### src/include/sube_defs.svh
// Purpose: constants for the subtract execution block
// Assumes: 16-bit instruction word, 8-bit data, 12-bit data address
// Notes:   definitions only
`ifndef SUBE_DEFS_SVH
`define SUBE_DEFS_SVH

// ----------------------------------------
// instruction encoding
// ----------------------------------------
`define SUBE_OPC_FWB      6'h15
`define SUBE_OPC_LW       8'h08
`define SUBE_FWB_HI       15
`define SUBE_FWB_LO       10
`define SUBE_LW_HI        15
`define SUBE_LW_LO        8
`define SUBE_DEST_BIT     9
`define SUBE_WIN_BIT      8

// ----------------------------------------
// addressing
// ----------------------------------------
`define SUBE_ILO_MAX      8'h5f
`define SUBE_ACC_SPLIT    8'h60
`define SUBE_ACC_LO_BANK  4'h0
`define SUBE_ACC_HI_BANK  4'hf

// ----------------------------------------
// register port map and fields
// ----------------------------------------
`define SUBE_REG_CFG      2'h0
`define SUBE_REG_STAT     2'h1
`define SUBE_REG_RES      2'h2
`define SUBE_CFG_EXT      0
`define SUBE_ST_C         0
`define SUBE_ST_DC        1
`define SUBE_ST_Z         2
`define SUBE_ST_OV        3
`define SUBE_ST_N         4
`define SUBE_CFG_RST      1'h0
`define SUBE_BYTE_ZERO    8'h00
`define SUBE_ADDR_ZERO    12'h000

`endif

### src/include/sube_pkg.sv
// Purpose: types for the subtract execution block
// Assumes: nothing
// Notes:   constants live in sube_defs.svh
package sube_pkg;

  // ----------------------------------------
  // sequencer states
  // ----------------------------------------
  typedef enum logic [2:0] {
    SUBE_IDLE  = 3'b001,
    SUBE_FETCH = 3'b010,
    SUBE_EXEC  = 3'b100
  } sube_state_e;

endpackage

### src/rtl/sube_alu.sv
// Purpose: 8-bit subtract with carry-as-not-borrow and flags
// Assumes: carry_in high means no borrow pending
// Notes:   purely combinational
`timescale 1ns/100ps
`default_nettype none

module sube_alu (
  input  wire logic [7:0] minuend,
  input  wire logic [7:0] subtrahend,
  input  wire logic       carry_in,
  output logic      [7:0] diff,
  output logic            c_out,
  output logic            dc_out,
  output logic            ov_out,
  output logic            z_out,
  output logic            n_out
);

  logic [8:0] full_sum;
  logic [4:0] low_sum;

  // ----------------------------------------
  // two's complement datapath
  // ----------------------------------------
  // RULE1 add inverted operand
  always_comb begin
    full_sum = {1'b0, minuend} + {1'b0, ~subtrahend} + {8'h00, carry_in};
    low_sum  = {1'b0, minuend[3:0]} + {1'b0, ~subtrahend[3:0]}
             + {4'h0, carry_in};
    diff     = full_sum[7:0];
    // RULE8 carry set means no borrow
    c_out    = full_sum[8];
    // RULE3 flag derivation
    dc_out   = low_sum[4];
    ov_out   = (minuend[7] != subtrahend[7]) && (diff[7] != minuend[7]);
    z_out    = (diff == 8'h00);
    n_out    = diff[7];
  end

endmodule

`default_nettype wire

### src/rtl/sube_exec.sv
// Purpose: executes the two subtract instructions of the core
// Assumes: decoder, register file and accumulator share clk
// Notes:   file read data arrives one cycle after file_rd_en
//
// How it works
// RULE1 - with-borrow form computes accumulator minus operand minus inverted carry
// RULE2 - with-borrow opcode is 0101 01, then dest bit, window bit, address
// RULE3 - with-borrow updates negative, signed range, carry, nibble, zero flags
// RULE4 - dest bit 0 writes accumulator, 1 writes back the operand location
// RULE5 - window bit 0 uses fixed access bank, 1 uses bank_pointer
// RULE6 - window 0, extended set on, address up to 95: indexed literal offset
// RULE7 - opcode 0000 1000 computes immediate minus accumulator into accumulator
// RULE8 - carry cleared on borrow, set otherwise
`timescale 1ns/100ps
`default_nettype none
`include "sube_defs.svh"

module sube_exec (
  input  wire logic        clk,
  input  wire logic        reset_n,
  input  wire logic        ce,
  input  wire logic        instr_valid,
  input  wire logic [15:0] instr_word,
  input  wire logic [7:0]  acc,
  input  wire logic        carry_in,
  input  wire logic [3:0]  bank_pointer,
  input  wire logic [11:0] index_base,
  input  wire logic [7:0]  file_rd_data,
  input  wire logic [1:0]  reg_addr,
  input  wire logic [7:0]  reg_wdata,
  input  wire logic        reg_wr,
  input  wire logic        reg_rd,
  output logic             busy,
  output logic             file_rd_en,
  output logic      [11:0] file_addr,
  output logic             file_wr_en,
  output logic      [7:0]  file_wr_data,
  output logic             acc_wr_en,
  output logic      [7:0]  acc_wr_data,
  output logic             flags_wr_en,
  output logic             c_flag,
  output logic             nibble_carry_flag,
  output logic             z_flag,
  output logic             signed_range_flag,
  output logic             n_flag,
  output logic             done,
  output logic      [7:0]  reg_rdata
);
  sube_pkg::sube_state_e state, next_state;
  logic        is_lit, dest_file, ext_enable;
  logic [7:0]  imm, last_result;
  logic        next_is_lit, next_dest_file, next_ext_enable;
  logic [7:0]  next_imm, next_last_result;
  logic        next_busy, next_file_rd_en, next_file_wr_en;
  logic [11:0] next_file_addr;
  logic [7:0]  next_file_wr_data, next_acc_wr_data, next_reg_rdata;
  logic        next_acc_wr_en, next_flags_wr_en, next_done;
  logic        next_c, next_dc, next_z, next_ov, next_n;
  logic        dec_fwb, dec_lw;
  logic [7:0]  dec_f, alu_a, alu_b, alu_diff;
  logic        alu_cin, alu_c, alu_dc, alu_ov, alu_z, alu_n;

  // ----------------------------------------
  // decode
  // ----------------------------------------
  always_comb begin
    // RULE2 with-borrow opcode match
    dec_fwb = (instr_word[`SUBE_FWB_HI:`SUBE_FWB_LO] == `SUBE_OPC_FWB);
    // RULE7 literal opcode match
    dec_lw  = (instr_word[`SUBE_LW_HI:`SUBE_LW_LO] == `SUBE_OPC_LW);
    dec_f   = instr_word[7:0];
  end

  // ----------------------------------------
  // arithmetic
  // ----------------------------------------
  // operands: literal form is k - acc with no borrow in
  always_comb begin
    // RULE7 immediate minus accumulator
    alu_a   = is_lit ? imm : acc;
    alu_b   = is_lit ? acc : file_rd_data;
    // RULE1 inverted carry is the borrow
    alu_cin = is_lit ? 1'b1 : carry_in;
  end

  sube_alu u_alu (
    .minuend    (alu_a),
    .subtrahend (alu_b),
    .carry_in   (alu_cin),
    .diff       (alu_diff),
    .c_out      (alu_c),
    .dc_out     (alu_dc),
    .ov_out     (alu_ov),
    .z_out      (alu_z),
    .n_out      (alu_n)
  );

  // ----------------------------------------
  // sequencer and outputs
  // ----------------------------------------
  always_comb begin
    next_state        = state;
    next_is_lit       = is_lit;
    next_dest_file    = dest_file;
    next_imm          = imm;
    next_ext_enable   = ext_enable;
    next_last_result  = last_result;
    next_file_addr    = file_addr;
    next_file_wr_data = file_wr_data;
    next_acc_wr_data  = acc_wr_data;
    next_c            = c_flag;
    next_dc           = nibble_carry_flag;
    next_z            = z_flag;
    next_ov           = signed_range_flag;
    next_n            = n_flag;
    next_file_rd_en   = 1'b0;
    next_file_wr_en   = 1'b0;
    next_acc_wr_en    = 1'b0;
    next_flags_wr_en  = 1'b0;
    next_done         = 1'b0;
    next_reg_rdata    = `SUBE_BYTE_ZERO;
    case (state)
      sube_pkg::SUBE_IDLE: begin
        if (instr_valid && dec_lw) begin
          next_is_lit = 1'b1;
          next_imm    = dec_f;
          next_state  = sube_pkg::SUBE_EXEC;
        end else if (instr_valid && dec_fwb) begin
          next_is_lit     = 1'b0;
          next_dest_file  = instr_word[`SUBE_DEST_BIT];
          next_file_rd_en = 1'b1;
          next_state      = sube_pkg::SUBE_FETCH;
          // RULE6 indexed literal offset
          if (!instr_word[`SUBE_WIN_BIT] && ext_enable &&
              dec_f <= `SUBE_ILO_MAX) begin
            next_file_addr = index_base + {4'h0, dec_f};
          // RULE5 bank_pointer window
          end else if (instr_word[`SUBE_WIN_BIT]) begin
            next_file_addr = {bank_pointer, dec_f};
          // RULE5 fixed access bank
          end else if (dec_f < `SUBE_ACC_SPLIT) begin
            next_file_addr = {`SUBE_ACC_LO_BANK, dec_f};
          end else begin
            next_file_addr = {`SUBE_ACC_HI_BANK, dec_f};
          end
        end
      end
      // read data lands in the cycle after the strobe
      sube_pkg::SUBE_FETCH: begin
        next_state = sube_pkg::SUBE_EXEC;
      end
      sube_pkg::SUBE_EXEC: begin
        next_state       = sube_pkg::SUBE_IDLE;
        next_done        = 1'b1;
        next_last_result = alu_diff;
        // RULE3 all five flags update
        next_flags_wr_en = 1'b1;
        // RULE8 carry from adder
        next_c           = alu_c;
        next_dc          = alu_dc;
        next_z           = alu_z;
        next_ov          = alu_ov;
        next_n           = alu_n;
        // RULE4 destination select
        if (!is_lit && dest_file) begin
          next_file_wr_en   = 1'b1;
          next_file_wr_data = alu_diff;
        end else begin
          next_acc_wr_en   = 1'b1;
          next_acc_wr_data = alu_diff;
        end
      end
      default: begin
        next_state = sube_pkg::SUBE_IDLE;
      end
    endcase
    next_busy = (next_state != sube_pkg::SUBE_IDLE);
    // config write steers indexed addressing
    if (reg_wr && reg_addr == `SUBE_REG_CFG) begin
      next_ext_enable = reg_wdata[`SUBE_CFG_EXT];
    end
    if (reg_rd) begin
      case (reg_addr)
        `SUBE_REG_CFG:  next_reg_rdata = {7'h00, ext_enable};
        `SUBE_REG_STAT: next_reg_rdata = {3'h0, n_flag, signed_range_flag,
                                          z_flag, nibble_carry_flag, c_flag};
        `SUBE_REG_RES:  next_reg_rdata = last_result;
        default:        next_reg_rdata = `SUBE_BYTE_ZERO;
      endcase
    end
  end

  // ce low freezes everything, including the read answer
  always_ff @(posedge clk or negedge reset_n) begin
    if (!reset_n) begin
      state             <= sube_pkg::SUBE_IDLE;
      is_lit            <= 1'b0;
      dest_file         <= 1'b0;
      imm               <= `SUBE_BYTE_ZERO;
      ext_enable        <= `SUBE_CFG_RST;
      last_result       <= `SUBE_BYTE_ZERO;
      busy              <= 1'b0;
      file_rd_en        <= 1'b0;
      file_addr         <= `SUBE_ADDR_ZERO;
      file_wr_en        <= 1'b0;
      file_wr_data      <= `SUBE_BYTE_ZERO;
      acc_wr_en         <= 1'b0;
      acc_wr_data       <= `SUBE_BYTE_ZERO;
      flags_wr_en       <= 1'b0;
      c_flag            <= 1'b0;
      nibble_carry_flag <= 1'b0;
      z_flag            <= 1'b0;
      signed_range_flag <= 1'b0;
      n_flag            <= 1'b0;
      done              <= 1'b0;
      reg_rdata         <= `SUBE_BYTE_ZERO;
    end else if (ce) begin
      state             <= next_state;
      is_lit            <= next_is_lit;
      dest_file         <= next_dest_file;
      imm               <= next_imm;
      ext_enable        <= next_ext_enable;
      last_result       <= next_last_result;
      busy              <= next_busy;
      file_rd_en        <= next_file_rd_en;
      file_addr         <= next_file_addr;
      file_wr_en        <= next_file_wr_en;
      file_wr_data      <= next_file_wr_data;
      acc_wr_en         <= next_acc_wr_en;
      acc_wr_data       <= next_acc_wr_data;
      flags_wr_en       <= next_flags_wr_en;
      c_flag            <= next_c;
      nibble_carry_flag <= next_dc;
      z_flag            <= next_z;
      signed_range_flag <= next_ov;
      n_flag            <= next_n;
      done              <= next_done;
      reg_rdata         <= next_reg_rdata;
    end
  end

  // ----------------------------------------
  // checks
  // ----------------------------------------
  // RULE1 result matches borrow equation
  a_fwb_result: assert property (@(posedge clk) disable iff (!reset_n)
    (ce && state == sube_pkg::SUBE_EXEC && !is_lit) |=>
    (last_result == 8'($past(acc) - $past(file_rd_data)
                       - {7'h00, !$past(carry_in)})))
    else $error("with-borrow difference wrong");

  // RULE2 with-borrow take issues a read
  a_fwb_read: assert property (@(posedge clk) disable iff (!reset_n)
    (ce && state == sube_pkg::SUBE_IDLE && instr_valid && dec_fwb && !dec_lw)
    |=> (file_rd_en && busy) ##1 !file_rd_en)
    else $error("operand read not issued");

  // RULE3 zero and negative flags follow result
  a_flag_set: assert property (@(posedge clk) disable iff (!reset_n)
    flags_wr_en |-> (z_flag == (last_result == 8'h00)) &&
                    (n_flag == last_result[7]))
    else $error("zero or negative flag wrong");

  // RULE4 one destination per instruction
  a_dest_one: assert property (@(posedge clk) disable iff (!reset_n)
    done |-> (file_wr_en != acc_wr_en) &&
             (file_wr_en == (dest_file && !is_lit)) &&
             !(is_lit && file_wr_en))
    else $error("destination select wrong");

  // RULE5 bank_pointer window
  a_bank_win: assert property (@(posedge clk) disable iff (!reset_n)
    (ce && state == sube_pkg::SUBE_IDLE && instr_valid && dec_fwb &&
     instr_word[`SUBE_WIN_BIT]) |=>
    (file_addr == {$past(bank_pointer), $past(dec_f)}))
    else $error("banked address wrong");

  // RULE6 indexed literal offset
  a_ilo_addr: assert property (@(posedge clk) disable iff (!reset_n)
    (ce && state == sube_pkg::SUBE_IDLE && instr_valid && dec_fwb &&
     !instr_word[`SUBE_WIN_BIT] && ext_enable && dec_f <= `SUBE_ILO_MAX) |=>
    (file_addr == $past(index_base) + {4'h0, $past(dec_f)}))
    else $error("indexed address wrong");

  // RULE7 literal result in two cycles
  a_lit_result: assert property (@(posedge clk) disable iff (!reset_n)
    (ce && state == sube_pkg::SUBE_IDLE && instr_valid && dec_lw) ##1 ce
    |=> (acc_wr_en && done &&
         acc_wr_data == 8'($past(instr_word[7:0], 2) - $past(acc))))
    else $error("literal result wrong");

  // RULE8 literal form: carry low exactly on borrow
  a_borrow_c: assert property (@(posedge clk) disable iff (!reset_n)
    (ce && state == sube_pkg::SUBE_EXEC && is_lit) |=>
    (c_flag == ($past(imm) >= $past(acc))))
    else $error("carry polarity wrong");
endmodule

`default_nettype wire
### config.mk
export PLATFORM = sky130hd
export DESIGN_NAME = sube_exec
export DESIGN_NICKNAME = d
export VERILOG_FILES = /design/src/include/sube_pkg.sv /design/src/rtl/sube_alu.sv /design/src/rtl/sube_exec.sv
export VERILOG_INCLUDE_DIRS = /design/src /design/src/include
export SDC_FILE = /design/constraint.sdc
export NUM_CORES = 1
export LEC_CHECK = 0
export BUFFER_PORTS_ARGS = -buffer_cell sky130_fd_sc_hd__clkbuf_2
export CORE_UTILIZATION = 47
export CTS_BUF_LIST = sky130_fd_sc_hd__clkbuf_8 sky130_fd_sc_hd__clkbuf_16
export DETAILED_ROUTE_END_ITERATION = 6
export GPL_TIMING_DRIVEN = 0
export PLACE_DENSITY_LB_ADDON = 0.25
export SKIP_LAST_GASP = 1
export SLEW_MARGIN = 20
export SYNTH_ARGS = -nofsm -noshare
export SYNTH_HDL_FRONTEND = slang
export SYNTH_SLANG_ARGS = --single-unit
### constraint.sdc
create_clock -name clk -period 2.9 [get_ports clk]
set_input_delay 0.29 -clock clk [delete_from_list [all_inputs] [get_ports clk]]
set_output_delay 0.29 -clock clk [all_outputs]
set_load 0.1 [all_outputs]
Yosys cells after proc, flatten, opt, wreduce, memory -nomap -nowiden

Cells that the tools add are included.

Register bits: 68
Input bits: 65
Word-level logic and storage cells: 81

Reductions and logical operators: 19
Bitwise operators: 4
$lt $le $gt $ge: 2
Equality and inequality tests: 10
Add/sub/neg operators: 5
Multiplexer cells: 21

Operators with widths:

| kind                 | number |
|---|---|
| $mux W12             | 3 |
| $mux W8              | 3 |
| $pmux W8 S3          | 1 |
| $add A12 B8 Y12      | 1 |
| $reduce_and A3 Y1    | 4 |
| $mux W1              | 11 |
| $add A8 B8 Y9        | 1 |
| $add A9 B1 Y9        | 1 |
| $eq A8 B4 Y1 const B | 1 |
| $le A8 B7 Y1 const B | 1 |
| $logic_not A8 Y1     | 1 |
| $lt A8 B7 Y1 const B | 1 |
| $not A8 Y8           | 1 |
| $logic_and A1 B1 Y1  | 7 |
| $eq A6 B5 Y1 const B | 1 |
| $mux W3              | 2 |
| $pmux W3 S2          | 1 |
| $add A4 B4 Y5        | 1 |
| $add A5 B1 Y5        | 1 |
| $not A4 Y4           | 1 |
| $reduce_and A2 Y1    | 2 |
| $reduce_and A4 Y1    | 1 |
| $eq A3 B1 Y1 const B | 1 |
| $eq A3 B2 Y1 const B | 1 |
| other kinds (9)      | 12 |

Depth between registers and ports, before layout

Depth in word-level cells: 6
Depth in mapped cells: 11

Modules after synthesis

A second synthesis with hierarchy kept.

Cells, all modules: 361
Area, all modules: 3892.5 sq um

By module, submodules not included:

| module    | cells an instance | seq. area each (sq um) | area each (sq um) | instances |
|---|---|---|---|---|
| sube_exec | 301               | 1702.9                 | 3447.1            | 1 |
| sube_alu  | 60                | 0.0                    | 445.4             | 1 |

Worst setup path after synthesis

No wires, ideal clock.

Path type: register to register
Start point: register is_lit
End point: register last_result[6]
Data required time: 2815 ps
Data arrival time: 2997 ps
Buffers on the path: 2
Path slack: -182 ps
Cell stages (with the launch flop): 12
Path through: dfrtp_1 clkbuf_1 clkbuf_1 mux2i_1 fa_1 inv_1 fa_1 a21o_1 and4_1 o21a_1 or2_2 o21ai_0

Word-level cells in the longest chain between the ends: 4
Elaborated cells on any way between the ends: 6

RTL lines:

| element                | RTL line         | source |
|---|---|---|
| from (decl)            | sube_exec.sv:50  | `logic is_lit, dest_file, ext_enable;` |
| from (signal assigned) | sube_exec.sv:219 | `is_lit <= next_is_lit;` |
| $mux W8                | sube_exec.sv:81  | `alu_b = is_lit ? acc : file_rd_data;` |
| $not A8 Y8             | sube_alu.sv:27   | `full_sum = {1'b0, minuend} + {1'b0, ~subtrahend} + {8'h00, carry_in};` |
| $add A8 B8 Y9          | sube_alu.sv:27   |  |
| $add A9 B1 Y9 (*)      | sube_alu.sv:27   |  |
| to (signal assigned)   | sube_exec.sv:201 | `` last_result <= `SUBE_BYTE_ZERO; `` |
| to (signal assigned)   | sube_exec.sv:223 | `last_result <= next_last_result;` |
| to (decl)              | sube_exec.sv:51  | `logic [7:0] imm, last_result;` |

Every way passes the cells marked *; elsewhere a longest branch is shown, timed or not.
A chain may end at the register's enable or synchronous reset.

Final worst setup path

Ends and elaborated chain as after synthesis.

==> reports/summary.md <==
The flow ran to the end, and the final reports show no timing, DRC or antenna violations. The highest fanout seen on the critical path works out to 10. The tools report the number of hold violations in the final report as 0.

No sink is reached through more buffers than the 2 on the longest clock path. For the number of setup violations in the final report, the log shows 0. The largest voltage drop on the vdd net is 0.419 mV. The half-perimeter wire length of the detailed placement result came out at 7060 um. Setup repair after global routing left no endpoint under its margin.

Traced cell by cell, the critical path runs through buf_6, buf_8, mux2i_4, fa_2, inv_1, fa_2, a21o_1, and4_1, o21a_1, or2_2, o21ai_0. The run gives 3361 as the via total after detailed routing. After the last flow step, the layout net total stands at 590.

After routing the design area is 4730 sq um. In this run the critical register-to-register path is launched from is_lit$_DFFE_PN0P_. The largest single stage delay on the critical path is 370 ps.

Synthesized area per cell: 9.65 sq um. Across the run, the number of max-cap violations was 0. In this run the tightest slew margin relative to its limit is 38.7%. At the pin with the least slew margin, the transition time is 897 ps.

The worst setup path is launched from a flip-flop. The filler cells instantiated in the layout total 690. In the final routed layout, each cell accounts on average for 15.0 um. STA classifies the critical path endpoint as a flip-flop.

For the number of nets still failing antenna checks after routing, the log shows 0. After detailed routing, the number of remaining DRC violations is 0. The critical path is of the flip-flop to flip-flop type.

The floorplan step defined a die boundary enclosing 8370 sq um. The total power divided by cell area works out to 513 nW/um^2. The root buffer cell chosen for the clock tree is clkbuf_8. The sum of negative setup slack is 0 ps, and the total number of clock tree sinks is 67. Static timing analysis puts the maximum clock frequency at 361 MHz. The top metal layer carrying routed signals is met4.

The die height was 91.5 um. The multi-input combinational cells in the finished layout cover a total of 1970 sq um. The total overflow left after global routing is 0. Once the floorplan was initialized, standard cells occupied 48.7% of the core. Across the routed clock network, the largest skew measured is 10.2 ps. In this run the standard cell core region covers 7730 sq um. After synthesis the netlist holds a flip-flop and latch count of 67.

Buffers placed on the I/O ports in this run total 104. The chip width is 91.5 um. By instance count, the cell type seen most on the critical path is fa_2. After synthesis the cells add up to 3760 sq um. Count of warnings emitted by yosys: 0. After detailed routing, the number of vias per cell comes to 5.47. First element of the critical path: is_lit$_DFFE_PN0P_. The startpoint identified for the worst hold timing path is reg_wdata[0].

The depth of the worst hold-timing path was 2; the sum of met3 wire segment lengths after detailed routing was 443 um. Cells fill 61.2% of the core in the end. The number of cells traversed by the worst register-to-register path works out to 11. The routed length on met2 was 4350 um; the leakage component of the power was 2.34 nW. In this design, the largest share of critical-path delay is due to adder cells. Among all stages on the critical path, the largest delay is contributed by fa_2. In this run, distinct cell masters in the synthesized netlist total 54.

At the later pin of the worst-skew pair, clock insertion delay measures 350 ps. The number of standard cells in the layout, taps in and fillers out is 614, and the sequential cell area is 1680 sq um. TritonCTS built the clock tree. The most used flip-flop cell after synthesis is dfrtp_1. The path class of the tightest hold or removal check is primary input to flip-flop.

Including well taps, the total number of placed cells is 597. After clock tree synthesis, the clock-pin slew on the worst setup and hold paths is 80 ps. Buffers added to address setup during post-CTS repair amount to 0. The max-slew violation total from the final report was 0.

The final worst-path cycle share was 95.6%. For this block, the initial DRC count from the detailed router was 177. The proportion of layout cells with a drive suffix above 1 came out at 31.3%. Together, buffers and inverters on the worst path number 3. The detailed-router iteration count before antenna repair came out at 5. After floorplanning, the core was divided into 32 placement rows. The number of synthesized flops with an enable pin is 0. Entering global routing, the biggest net connects 52 pins.

The wire length reported by the detailed router is 9200 um, and the required time reported for the critical path endpoint is 3170 ps. For the cell area after placement, the log shows 4440 sq um. Counting every net in the synthesized netlist gives 473. CTS built an H-tree with a depth of 3. Part of the Yosys area used for sequential elements: 44.6%. The clock period could shrink to 2770 ps.

The arrival time of the worst setup path is 3050 ps, and the number of antenna repair diodes is 0. The area growth from synthesis to layout is 25.7%. Counting flops with an async set or reset pin after synthesis yields a share of 100%.

The run gives 4220 um as the wire length on met1. The tools report the total routing resource utilization after global routing as 24.1%. The register-to-register path setup slack came out at 130 ps. The weighted congestion at the end of routability-driven global placement was 0.879. The number of antenna violations at the first check in global routing came out at 0.

The tools report the instance count of the mapped netlist as 390. The logic depth of the worst path, buffers included was 11. The number of global-route vias before repair is 3265, and the number of buffers created by CTS is 9.

The tightest hold path in the finished design has a slack of 181 ps. 112 I/O pins were placed. Global-route wire length before repair: 15700 um.
registers in the layout, indices dropped and copies added (netlist names), 3 cells and up:
signal and cells:
last_result 7, reg_rdata 8, acc_wr_data 8, state 3, imm 8, file_addr 12
file_wr_data 8
cells in the mapped netlist, drive strengths merged (5+ instances only):
cell type  instances  area [sq um]
nor2              19          71.3
xnor2              5          43.8
a31oi              6          37.5
ha                15           188
o21ai             49           245
nand2             50           190
a21oi             16          80.1
nor3               9          56.3
a21o               8          60.1
mux2i             16           160
nand3              7          35.0
clkbuf            13          48.8
inv               24          90.1
dfrtp             66          1650
mux2              20           225
path summary, 6_finish.rpt:
kind | endpoint
setup / recovery | last_result[6]$_DFFE_PN0P_
hold / removal | ext_enable$_DFFE_PN0P_
setup reg to reg | last_result[6]$_DFFE_PN0P_
hold reg to reg | last_result[1]$_DFFE_PN0P_
max in group asynchronous | file_wr_data[0]$_DFFE_PN0P_
min in group asynchronous | file_addr[4]$_DFFE_PN0P_
final cells by class:
| cell class | instances | share of cell area, % |
|---|---|---|
| Buffer | 16 | 1.80 |
| Clock buffer | 9 | 2.62 |
| Sequential cell | 67 | 35.5 |
| Timing Repair Buffer | 106 | 11.8 |
| Tap cell | 102 | 2.70 |
| Multi-Input combinational cell | 283 | 41.5 |
| Clock inverter | 7 | 2.12 |
| Inverter | 24 | 1.90 |
layer usage:
layer,GRT usage [%],up-vias
met1,33.2,1611
met4,9.39,0
li1,-,1637
met5,0,-
met3,4.61,20
met2,37.3,93
cells in the final DEF (no fill, tap or decap), types with 9 or more instances in the layout:
cell	instances
clkbuf_2	103
dfrtp_1	66
nand2_1	49
o21ai_0	36
inv_1	23
mux2_2	19
nor2_1	19
mux2i_1	15
a21oi_1	15
ha_1	15
o21ai_1	13
clkbuf_1	11
clkbuf_8	9
cell families after synthesis:
group	Yosys count	share of synthesized area, %
compound gates	104	16.5
fa+ha+maj	18	6.58
flops	67	44.6
buf+inv	40	4.16
mux	36	10.2
xor+xnor	8	1.86
simple gates	117	16.1
what timing repair did:
action / 4_1_cts / 5_1_grt
resized for setup: 5 / 9
hold buffers: 1 / 0
endpoints found under the setup margin: 8 / 4
hold endpoints to repair: 15 / 0
worst reg2reg max path: stages (launching register included):
cell and delay, ps:
dfrtp_1 360, buf_6 160, buf_8 170, mux2i_4 250, fa_2 230, inv_1 50, fa_2 370, a21o_1 200
and4_1 220, o21a_1 200, or2_2 340, o21ai_0 150
report_power, final:
part / internal, W / leakage (nW) / switching, W
combinational: 0.000172 / 1.31 / 0.000383
sequential: 0.000966 / 0.919 / 0.0000205
clock: 0.000491 / 0.114 / 0.000394
through the flow:
step	setup slack, ps	total power (W)
3_5_place_dp	-265	0.00155
3_3_place_gp	-254	0.00153
2_1_floorplan	124	0.00138
6_report	129	0.00243
5_1_grt	3.11	0.00254
4_1_cts	9.34	0.00243
Power figures use the tool's default switching activity.
